**config.mk**
```make
export PLATFORM = sky130hd
export DESIGN_NAME = frf_top
export DESIGN_NICKNAME = d
export VERILOG_FILES = /design/src/hw/frf_pkg.sv /design/src/hw/frf_top.sv
export SDC_FILE = /design/constraint.sdc
export NUM_CORES = 1
export LEC_CHECK = 0
export BUFFER_PORTS_ARGS = -buffer_cell sky130_fd_sc_hd__buf_2
export CORE_UTILIZATION = 35
export CTS_CLUSTER_DIAMETER = 80
export DETAILED_ROUTE_END_ITERATION = 10
export RECOVER_POWER = 100
export SLEW_MARGIN = 30
export SYNTH_ARGS = -nofsm -noshare
export SYNTH_HDL_FRONTEND = slang
export SYNTH_SLANG_ARGS = --single-unit
```
**constraint.sdc**
```tcl
create_clock -name CLK -period 3.8 [get_ports CLK]
set_clock_uncertainty 0.15 [all_clocks]
set_input_delay 0.19 -clock CLK [delete_from_list [all_inputs] [get_ports CLK]]
set_output_delay 0.19 -clock CLK [all_outputs]
set_load 0.005 [all_outputs]
```
**src/hw/frf_pkg.sv**
```systemverilog
// How it works
// - Byte 0 of every response echoes the read-flash-data code.
// - Byte 1 is status: zero on success, one when unsupported.
// - Byte 2 holds structure length; meaningless when nothing returned.
// - Bytes 3 to 63 carry payload set by sub-command and status.
// - Byte 4 bit 7 enables the serial-number descriptor.
// - Byte 4 bits 1-0: locked, password-protected or unsecured.
// - Byte 5 bits 4-0 divide the clock driven on the clock pin.
// - Byte 6 bits 7-6 pick the output converter reference level.
// - Byte 6 bit 5: one internal reference, zero supply.
// - Byte 6 bits 4-0 give the output converter power-up value.
// - Byte 7 bit 6 lets falling input edges set the detect flag.
// - Byte 7 bit 5 lets rising input edges set the detect flag.
// - Byte 7 bits 4-3 pick the input converter reference level.
// - Byte 7 bit 2: one supply, zero internal reference.
// - Bytes 8 and 9 give the vendor identifier, low byte first.
// - Any unsupported sub-code gets the unsupported status.
package frf_pkg;
  localparam logic [7:0] CMD_RDFLASH = 8'hb0;
  localparam logic [7:0] SUB_CHIP = 8'h00;
  localparam logic [7:0] ST_OK = 8'h00;
  localparam logic [7:0] ST_UNSUP = 8'h01;
  localparam logic [5:0] IDX_CMD = 6'h00;
  localparam logic [5:0] IDX_ST = 6'h01;
  localparam logic [5:0] IDX_LEN = 6'h02;
  localparam logic [5:0] IDX_SET4 = 6'h04;
  localparam logic [5:0] IDX_SET5 = 6'h05;
  localparam logic [5:0] IDX_SET6 = 6'h06;
  localparam logic [5:0] IDX_SET7 = 6'h07;
  localparam logic [5:0] IDX_VIDL = 6'h08;
  localparam logic [5:0] IDX_VIDH = 6'h09;
  localparam logic [5:0] IDX_LAST = 6'h3f;
  localparam logic [3:0] A_SET4 = 4'h0;
  localparam logic [3:0] A_SET5 = 4'h1;
  localparam logic [3:0] A_SET6 = 4'h2;
  localparam logic [3:0] A_SET7 = 4'h3;
  localparam logic [3:0] A_VIDL = 4'h4;
  localparam logic [3:0] A_VIDH = 4'h5;
  localparam logic [3:0] A_LEN = 4'h6;
  localparam logic [3:0] A_STAT = 4'h7;
  localparam logic [3:0] A_MASK = 4'h8;
  localparam logic [3:0] A_CTRL = 4'h9;
  localparam logic [3:0] A_STATE = 4'ha;
  localparam logic [7:0] M_SET4 = 8'h83;
  localparam logic [7:0] M_SET5 = 8'h1f;
  localparam logic [7:0] M_SET7 = 8'h7c;
  localparam logic [7:0] M_EVT = 8'h07;
  localparam logic [7:0] RST_SET = 8'h00;
  localparam logic [7:0] RST_VIDL = 8'h00;
  localparam logic [7:0] RST_VIDH = 8'h00;
  localparam logic [7:0] RST_LEN = 8'h00;
  localparam int EV_DONE = 0;
  localparam int EV_UNSUP = 1;
  localparam int EV_EDGE = 2;
  localparam int B_SER = 7;
  localparam int B_LOCK = 1;
  localparam int B_PWD = 0;
  localparam int B_DINT = 5;
  localparam int B_FALL = 6;
  localparam int B_RISE = 5;
  localparam int B_ASUP = 2;
  localparam logic [4:0] DIV_ONE = 5'h01;

  typedef enum logic {S_IDLE, S_SEND} frf_st_t;

  typedef struct packed {
    logic valid;
    logic [7:0] code;
    logic [7:0] sub;
  } frf_cmd_t;

  typedef struct packed {
    logic valid;
    logic last;
    logic [5:0] idx;
    logic [7:0] data;
  } frf_rsp_t;

  typedef struct packed {
    logic serial_en;
    logic sec_locked;
    logic sec_password;
    logic [1:0] dac_lvl;
    logic dac_internal;
    logic [4:0] dac_powerup;
    logic [1:0] adc_lvl;
    logic adc_supply;
  } frf_cfg_t;
endpackage : frf_pkg

```
**src/hw/frf_top.sv**
```systemverilog
// Added by the designer: the register offsets and the address-and-strobe port.
`timescale 1ns/10ps
module frf_top (
  input wire logic CLK,
  input wire logic RST,
  input wire frf_pkg::frf_cmd_t CMD,
  output logic CMD_READY,
  output frf_pkg::frf_rsp_t RSP,
  input wire logic [3:0] ADDR,
  input wire logic [7:0] WDATA,
  input wire logic WR,
  input wire logic RD,
  output logic [7:0] RDATA,
  input wire logic INT_PIN,
  output logic CLK_OUT,
  output frf_pkg::frf_cfg_t CFG,
  output logic IRQ
);
  import frf_pkg::*;

  function automatic logic [7:0] rsp_byte(
    input logic [5:0] i,
    input logic ok,
    input logic [7:0] len,
    input logic [7:0] s4,
    input logic [7:0] s5,
    input logic [7:0] s6,
    input logic [7:0] s7,
    input logic [15:0] vendor_identifier
  );
    logic [7:0] b;
    b = 8'h00;
    unique case (i)
      IDX_CMD: b = CMD_RDFLASH;
      IDX_ST: b = ok ? ST_OK : ST_UNSUP;
      IDX_LEN: b = ok ? len : 8'h00;
      IDX_SET4: b = ok ? s4 : 8'h00;
      IDX_SET5: b = ok ? s5 : 8'h00;
      IDX_SET6: b = ok ? s6 : 8'h00;
      IDX_SET7: b = ok ? s7 : 8'h00;
      IDX_VIDL: b = ok ? vendor_identifier[7:0] : 8'h00;
      IDX_VIDH: b = ok ? vendor_identifier[15:8] : 8'h00;
      default: b = 8'h00;
    endcase
    return b;
  endfunction : rsp_byte

  frf_st_t st_r, st_nxt;
  logic ready_r;
  logic ok_r;
  logic [5:0] idx_r;
  frf_rsp_t rsp_r, rsp_nxt;
  logic [7:0] set4_r, set5_r, set6_r, set7_r;
  logic [7:0] vidl_r, vidh_r, len_r;
  logic [7:0] stat_r, stat_nxt, mask_r;
  logic clko_en_r;
  logic [7:0] rdata_r, rdata_nxt;
  logic irq_r;
  logic int_s1_r, int_s2_r, int_s3_r;
  logic [4:0] div_cnt_r;
  logic clk_out_r;
  frf_cfg_t cfg_r, cfg_nxt;

  wire accept = CMD.valid && ready_r && CMD.code == CMD_RDFLASH;
  wire sub_ok = CMD.sub == SUB_CHIP;
  wire send_end = st_r == S_SEND && idx_r == IDX_LAST;
  wire rise = int_s2_r && !int_s3_r;
  wire fall = !int_s2_r && int_s3_r;
  wire edge_hit = (rise && set7_r[B_RISE]) || (fall && set7_r[B_FALL]);
  wire wr_stat = WR && ADDR == A_STAT;
  wire [7:0] evt = {5'h00, edge_hit, accept && !sub_ok, send_end};
  wire [7:0] byte_sel = rsp_byte(idx_r, ok_r, len_r, set4_r, set5_r,
                                 set6_r, set7_r, {vidh_r, vidl_r});
  wire div_wrap = div_cnt_r >= set5_r[4:0] - DIV_ONE;

  // Sequencer: one full report per accepted command
  always_comb begin
    st_nxt = st_r;
    unique case (st_r)
      S_IDLE: if (accept) begin
        st_nxt = S_SEND;
      end
      S_SEND: if (send_end) begin
        st_nxt = S_IDLE;
      end
    endcase
  end

  always_comb begin
    rsp_nxt = '0;
    if (st_r == S_SEND) begin
      rsp_nxt.valid = 1'b1;
      rsp_nxt.last = idx_r == IDX_LAST;
      rsp_nxt.idx = idx_r;
      rsp_nxt.data = byte_sel;
    end
  end

  // Set wins over a write-one clear
  assign stat_nxt = (stat_r & ~(wr_stat ? WDATA : 8'h00)) | evt;

  always_comb begin
    rdata_nxt = 8'h00;
    if (RD) begin
      unique case (ADDR)
        A_SET4: rdata_nxt = set4_r;
        A_SET5: rdata_nxt = set5_r;
        A_SET6: rdata_nxt = set6_r;
        A_SET7: rdata_nxt = set7_r;
        A_VIDL: rdata_nxt = vidl_r;
        A_VIDH: rdata_nxt = vidh_r;
        A_LEN: rdata_nxt = len_r;
        A_STAT: rdata_nxt = stat_r;
        A_MASK: rdata_nxt = mask_r;
        A_CTRL: rdata_nxt = {7'h00, clko_en_r};
        A_STATE: rdata_nxt = {6'h00, int_s2_r, st_r == S_SEND};
        default: rdata_nxt = 8'h00;
      endcase
    end
  end

  always_comb begin
    cfg_nxt.serial_en = set4_r[B_SER];
    cfg_nxt.sec_locked = set4_r[B_LOCK];
    cfg_nxt.sec_password = !set4_r[B_LOCK] && set4_r[B_PWD];
    cfg_nxt.dac_lvl = set6_r[7:6];
    cfg_nxt.dac_internal = set6_r[B_DINT];
    cfg_nxt.dac_powerup = set6_r[4:0];
    cfg_nxt.adc_lvl = set7_r[4:3];
    cfg_nxt.adc_supply = set7_r[B_ASUP];
  end

  always_ff @(posedge CLK or posedge RST) begin
    if (RST) begin
      st_r <= S_IDLE;
      ready_r <= 1'b0;
      ok_r <= 1'b0;
      idx_r <= IDX_CMD;
      rsp_r <= '0;
    end else begin
      st_r <= st_nxt;
      ready_r <= st_nxt == S_IDLE;
      if (accept) begin
        ok_r <= sub_ok;
      end
      idx_r <= st_r == S_SEND ? idx_r + 6'h01 : IDX_CMD;
      rsp_r <= rsp_nxt;
    end
  end

  // Reserved bits are dropped on write so they read back as zero
  always_ff @(posedge CLK or posedge RST) begin
    if (RST) begin
      set4_r <= RST_SET;
      set5_r <= RST_SET;
      set6_r <= RST_SET;
      set7_r <= RST_SET;
      vidl_r <= RST_VIDL;
      vidh_r <= RST_VIDH;
      len_r <= RST_LEN;
      mask_r <= 8'h00;
      clko_en_r <= 1'b0;
    end else if (WR) begin
      if (ADDR == A_SET4) set4_r <= WDATA & M_SET4;
      if (ADDR == A_SET5) set5_r <= WDATA & M_SET5;
      if (ADDR == A_SET6) set6_r <= WDATA;
      if (ADDR == A_SET7) set7_r <= WDATA & M_SET7;
      if (ADDR == A_VIDL) vidl_r <= WDATA;
      if (ADDR == A_VIDH) vidh_r <= WDATA;
      if (ADDR == A_LEN) len_r <= WDATA;
      if (ADDR == A_MASK) mask_r <= WDATA & M_EVT;
      if (ADDR == A_CTRL) clko_en_r <= WDATA[0];
    end
  end

  always_ff @(posedge CLK or posedge RST) begin
    if (RST) begin
      stat_r <= 8'h00;
      irq_r <= 1'b0;
      rdata_r <= 8'h00;
      cfg_r <= '0;
    end else begin
      stat_r <= stat_nxt;
      irq_r <= |(stat_nxt & mask_r);
      rdata_r <= rdata_nxt;
      cfg_r <= cfg_nxt;
    end
  end

  // Interrupt pin: two-stage sync, third stage only for the edge
  always_ff @(posedge CLK or posedge RST) begin
    if (RST) begin
      int_s1_r <= 1'b0;
      int_s2_r <= 1'b0;
      int_s3_r <= 1'b0;
    end else begin
      int_s1_r <= INT_PIN;
      int_s2_r <= int_s1_r;
      int_s3_r <= int_s2_r;
    end
  end

  // Clock pin toggles once per divider count; zero stops it
  always_ff @(posedge CLK or posedge RST) begin
    if (RST) begin
      div_cnt_r <= 5'h00;
      clk_out_r <= 1'b0;
    end else if (!clko_en_r || set5_r[4:0] == 5'h00) begin
      div_cnt_r <= 5'h00;
      clk_out_r <= 1'b0;
    end else if (div_wrap) begin
      div_cnt_r <= 5'h00;
      clk_out_r <= !clk_out_r;
    end else begin
      div_cnt_r <= div_cnt_r + DIV_ONE;
    end
  end

  assign CMD_READY = ready_r;
  assign RSP = rsp_r;
  assign RDATA = rdata_r;
  assign CLK_OUT = clk_out_r;
  assign CFG = cfg_r;
  assign IRQ = irq_r;
endmodule : frf_top

```
Word level (Yosys, flattened, before mapping)

Index checks and enable logic that the tools add are counted.

Register bits after elaboration: 114
Input port bits: 34
Word-level logic and storage cells: 117

Add/sub/neg operators: 3
$lt $le $gt $ge: 1
Eq/ne operators: 20
Multiplexer cells: 21
Bitwise gates (word level): 6
Reduce and logical (&&, ||, !) cells: 33

Operators by type and width:

| operator            | number |
|---|---|
| $pmux 8 s11         | 1 |
| $pmux 8 s9          | 1 |
| $mux 8              | 7 |
| $eq 6x3->1 const B  | 4 |
| $reduce_and 2->1    | 9 |
| $eq 4x3->1 const B  | 4 |
| $mux 16             | 1 |
| $mux 5              | 3 |
| $eq 4x4->1 const B  | 3 |
| $eq 6x4->1 const B  | 2 |
| $logic_and 1x1->1   | 10 |
| $and 8x3->8         | 1 |
| $and 8x8->8         | 1 |
| $eq 4x2->1 const B  | 2 |
| $eq 8x8->1 const B  | 1 |
| $logic_not 8->1     | 1 |
| $not 8->8           | 1 |
| $or 8x3->8          | 1 |
| $reduce_or 8->1     | 1 |
| $mux 7              | 1 |
| $add 6x1->6 const B | 1 |
| $eq 6x1->1 const B  | 1 |
| $eq 6x2->1 const B  | 1 |
| $eq 6x6->1 const B  | 1 |
| other kinds (14)    | 25 |

Depth between registers and ports, before layout

Depth after elaboration: 8
Gate-level depth with buffers: 8

Least setup slack after synthesis

No wires, ideal clock.

Kind: register to register
From: register set5_r[0]
To: register clk_out_r, in the netlist CLK_OUT
Library setup time: 0.125 ns
Data arrival time: 2.115 ns
Path slack: 1.411 ns
Cell stages (with the launch flop): 9
Period minus slack after synthesis: 2.389 ns
Path through: dfrtp_1 > inv_1 > ha_1 > nor4b_2 > nor2_1 > ha_1 > a2111oi_2 > o21ai_2 > mux2_2

Longest elaborated chain between the ends: 3
Elaborated cells on any way between the ends: 6
Those cells by class: add/sub (1); order compare (1); mux (1); reduce/logical (3)

Ends and longest elaborated chain:

| element                                                             | line                          | text |
|---|---|---|
| from (decl)                                                         | frf_top.sv:53                 | `logic [7:0] set4_r, set5_r, set6_r, set7_r;` |
| from (signal assigned)                                              | frf_top.sv:165                | `if (ADDR == A_SET5) set5_r <= WDATA & M_SET5;` |
| $sub 5x1->5 / $logic_not 5->1 (equally long branches)               | frf_top.sv:74, frf_top.sv:208 |  |
| $ge 5x5->1 / $logic_or 1x1->1 (equally long branches)               | frf_top.sv:74, frf_top.sv:208 |  |
| $reduce_bool 2->1 (no source line) / $mux 1 (equally long branches) | -                             |  |
| to (signal assigned)                                                | frf_top.sv:213                | `clk_out_r <= !clk_out_r;` |
| to (decl)                                                           | frf_top.sv:61                 | `logic clk_out_r;` |

Several ways; a longest one is shown, not always the timed one.
A chain may end at the register's enable or synchronous reset.

Worst setup path in the final report

Ends and elaborated chain as after synthesis.

==> results by group <==
Synthesis
  • Synth unique cells: 65
  • Post-Synthesis Cells: 435
  • Yosys top cell by area: dfrtp_1
  • Seq/Total Area, Yosys: 53.5%
  • Avg Inst Size Synth: 12.2 um2
  • Synth area leaders: dfrtp_1, mux2_2, ha_1, mux2_4, and2_1
  • Synth Warn #: 0
  • Post-synthesis cell area: 5330 um2
  • Register bit count reported by yosys: 114
  • Commonest cells in the netlist: dfrtp_1, mux2_2, nand2_1
  • Mapped Nets: 480
  • Async set-reset flop share out of synthesis: 100%
  • Most used DFF post-synth: dfrtp_1
  • Number of flops mapped to enable cells by yosys: 0
  • Most frequent cell after synthesis: dfrtp_1
  • Post-synth top area share: 53.5%

Detailed routing
  • Vias per cell: 5.43
  • Total number of vias: 3,907
  • WL/cell: 19.3 um
  • Routed WL: around 14,000 um
  • Post-route ant nets: 0
  • Iteration count of the initial detailed-routing pass: 9
  • DRC: 7
  • Initial DRC count: 459

Floorplanning
  • Core Rows: 44
  • Die Y: 125 um
  • I/O pins: 75
  • Starting Density: 36.2%
  • Core Region: 14,700 um2
  • Die footprint: 15,700 um2
  • Chip Width: 125 um

Worst setup path
  • Crit path capture type: flip-flop
  • Slowest-stage cell, CP: nor4b_1
  • Cell family with most CP delay: simple AND/OR/NAND/NOR gates
  • Worst Path Max Fanout: 6
  • Worst EP required: between 3 and 4 ns
  • Crit start category: flip-flop
  • Cell mode on critical path: ha_1
  • Setup slack, reg-to-reg: between 0.9 and 1 ns
  • CP Cell Sequence: inv_1 > ha_1 > nor4b_1 > nor2_1 > ha_1 > a2111oi_2 > o21ai_2 > mux2_2
  • R2R cell count: 8
  • Reg2reg start: set5_r[0]
  • Worst r2r dst: CLK_OUT
  • CP peak stage delay: about 0.55 ns
  • Crit Path Class: flip-flop to flip-flop
  • WP buf/inv: 1
  • Critical path arrival: around 3.0 ns

Placed design
  • Setup WS pre-CTS: approximately 1.1 ns
  • Hpwl dp: 9480 um
  • RD Place Congestion: 0.841
  • PortBufs: 74

Power
  • Sequential share of power: ~44%
  • Clock network power share: 42.0%
  • Cell Pwr Density: 553 nW/um2
  • Leak Pwr: 2.89 nW
  • Switching pwr: 0.983 mW
  • Switching Share: a little over a quarter
  • Max IR drop VDD: around 0.32 mV
  • Pint: 2.60 mW
  • Logic pwr share: 14.2%
  • Final Power: 3.58 mW

STA
  • PnR worst setup slack: about 0.91 ns
  • Fmax: between 300 and 400 MHz
  • Slew Viols, Final: between 80 and 90
  • RSZ-0062 raised after global routing: no
  • Crit share post-route: 76.0%
  • TNS Setup: 0 ns
  • Final setup fails: 0
  • Final Hold Fails: 0
  • Least-Margin Pin Slew: 1.75 ns
  • Slew margin rel.: -16.9%
  • Crit path time final: around 2.9 ns

Clock tree
  • Root buffer cell: clkbuf_16
  • Num CTS Buffers: 17
  • Worst-case clock buffer depth: 2
  • Worst-path clk slew: roughly 0.05 ns
  • CTS tree: built
  • CTS resizes: 0
  • # clock sinks: 114
  • Worst-skew pair later-pin latency: roughly 0.42 ns
  • H-tree depth: 4

Min path
  • Hold Path Depth: 3
  • WHS Endpoint: clko_en_r
  • Hold WC Path Type: primary input to flip-flop
  • Hold wc startpoint: WR

Layout
  • Layout cells sized above 1: 28.0%
  • Fin util: about 44%
  • Area growth syn-to-layout: 21.6%
  • Nets: 567
  • Antenna cells: 0

Job
  • MaxCap Viol Count: 1

Status
  • Run status: finished with violations
  • Failing checks: DRC, capacitance limit, slew limit

GRT
  • Largest net degree at the start of global routing: 82
  • Vias in the first global route: 4,014
  • Initial antenna violation count: 0
  • First-pass GRT wire length: 22,600 um
  • Grt total ovfl: 0
  • GR Util All Layers: 19.1%
[worst max-delay path by stage]
stage / slack [ns] / to / from / cells past startpoint
floorplan: 0.44 / CFG[0] / RST / 1
global placement: 1.29 / CLK_OUT / set5_r[0] / 8
detailed placement: 1.13 / CLK_OUT / set5_r[0] / 8
CTS: 1.11 / CLK_OUT / set5_r[0] / 8
global route: 0.62 / CLK_OUT / set5_r[0] / 8
finish: 0.91 / CLK_OUT / set5_r[0] / 8
[cell type report]
cell class | instances | area, um2
fill | 1371 | 8220
sequential | 114 | 2850
multi-input combinational | 285 | 2260
timing repair buffer | 92 | 520
clock buffer | 20 | 457
tap | 184 | 230
clock inverter | 12 | 109
inverter | 12 | 48.8
[through the flow]
stage,hold slack [ns],instance area (um2),std cells
2_1_floorplan,0.0714,5330,435
3_3_place_gp,0.154,5820,671
3_5_place_dp,0.155,5820,671
4_1_cts,0.00655,6550,719
5_1_grt,0.0264,6480,719
6_report,0.0240,6480,719
[state kept, by name, summed over array words and instances, names as in the netlist, 3 cells and up]
register / cells
set5_r: 5
vidh_r: 8
len_r: 8
set4_r: 3
set7_r: 5
stat_r: 8
vidl_r: 8
RDATA: 8
mask_r: 3
RSP: 16
div_cnt_r: 5
set6_r: 8
idx_r: 6
CFG: 14
[worst min-delay path, stage by stage]
cell and delay [ns]:
buf_2 0.14, nand3_1 0.08, mux2_2 0.14
[placed cells by master (no fill, tap or decap), drive strengths merged, types with 4 or more instances in the layout]
| cell type | n |
|---|---|
| dfrtp | 114 |
| buf | 60 |
| mux2 | 58 |
| clkbuf | 36 |
| nand2 | 25 |
| and2 | 18 |
| dlygate4sd3 | 16 |
| nor2 | 15 |
| a22oi | 12 |
| nor2b | 12 |
| inv | 12 |
| a21oi | 11 |
| ha | 11 |
| a31oi | 10 |
| nand3 | 9 |
| a22o | 7 |
| mux2i | 7 |
| a21boi | 6 |
| nor3 | 6 |
| xnor2 | 6 |
| clkinvlp | 6 |
| o21ai | 6 |
| nor4 | 5 |
| a222oi | 5 |
| nand4 | 5 |
| clkinv | 5 |
| a32oi | 4 |
| nor4b | 4 |
[timing repair]
item,CTS,global route
hold endpoints to repair,116,0
hold buffers,16,0
buffers inserted,0,0
[kinds of logic after synthesis]
family / synth area share, %
AOI/OAI and AO/OA: 11.8
xor gates and xnor gates: 1.48
adders and majority gates: 2.58
buffers and inverters: 3.22
DFF: 53.5
muxes: 14.6
and+or+nand+nor: 12.8
[layer usage]
metal | GRT usage, % | vias to the layer above | share of wire [%]
met1 | 24.9 | 1911 | 43
met3 | 4.96 | 26 | 7.2
li1 | - | 1788 | -
met2 | 29.9 | 182 | 47
met4 | 8.68 | 0 | 2.5
met5 | 0 | - | 0
[power groups by stage]
stage / Clock, mW / Combinational [mW] / Sequential [mW]
detailed placement: 0 / 0.525 / 1.59
floorplan: 0 / 0.363 / 1.54
global placement: 0 / 0.509 / 1.58
global route: 1.58 / 0.571 / 1.60
CTS: 1.53 / 0.539 / 1.57
finish: 1.50 / 0.510 / 1.57
(Power assumes the default switching activity.)
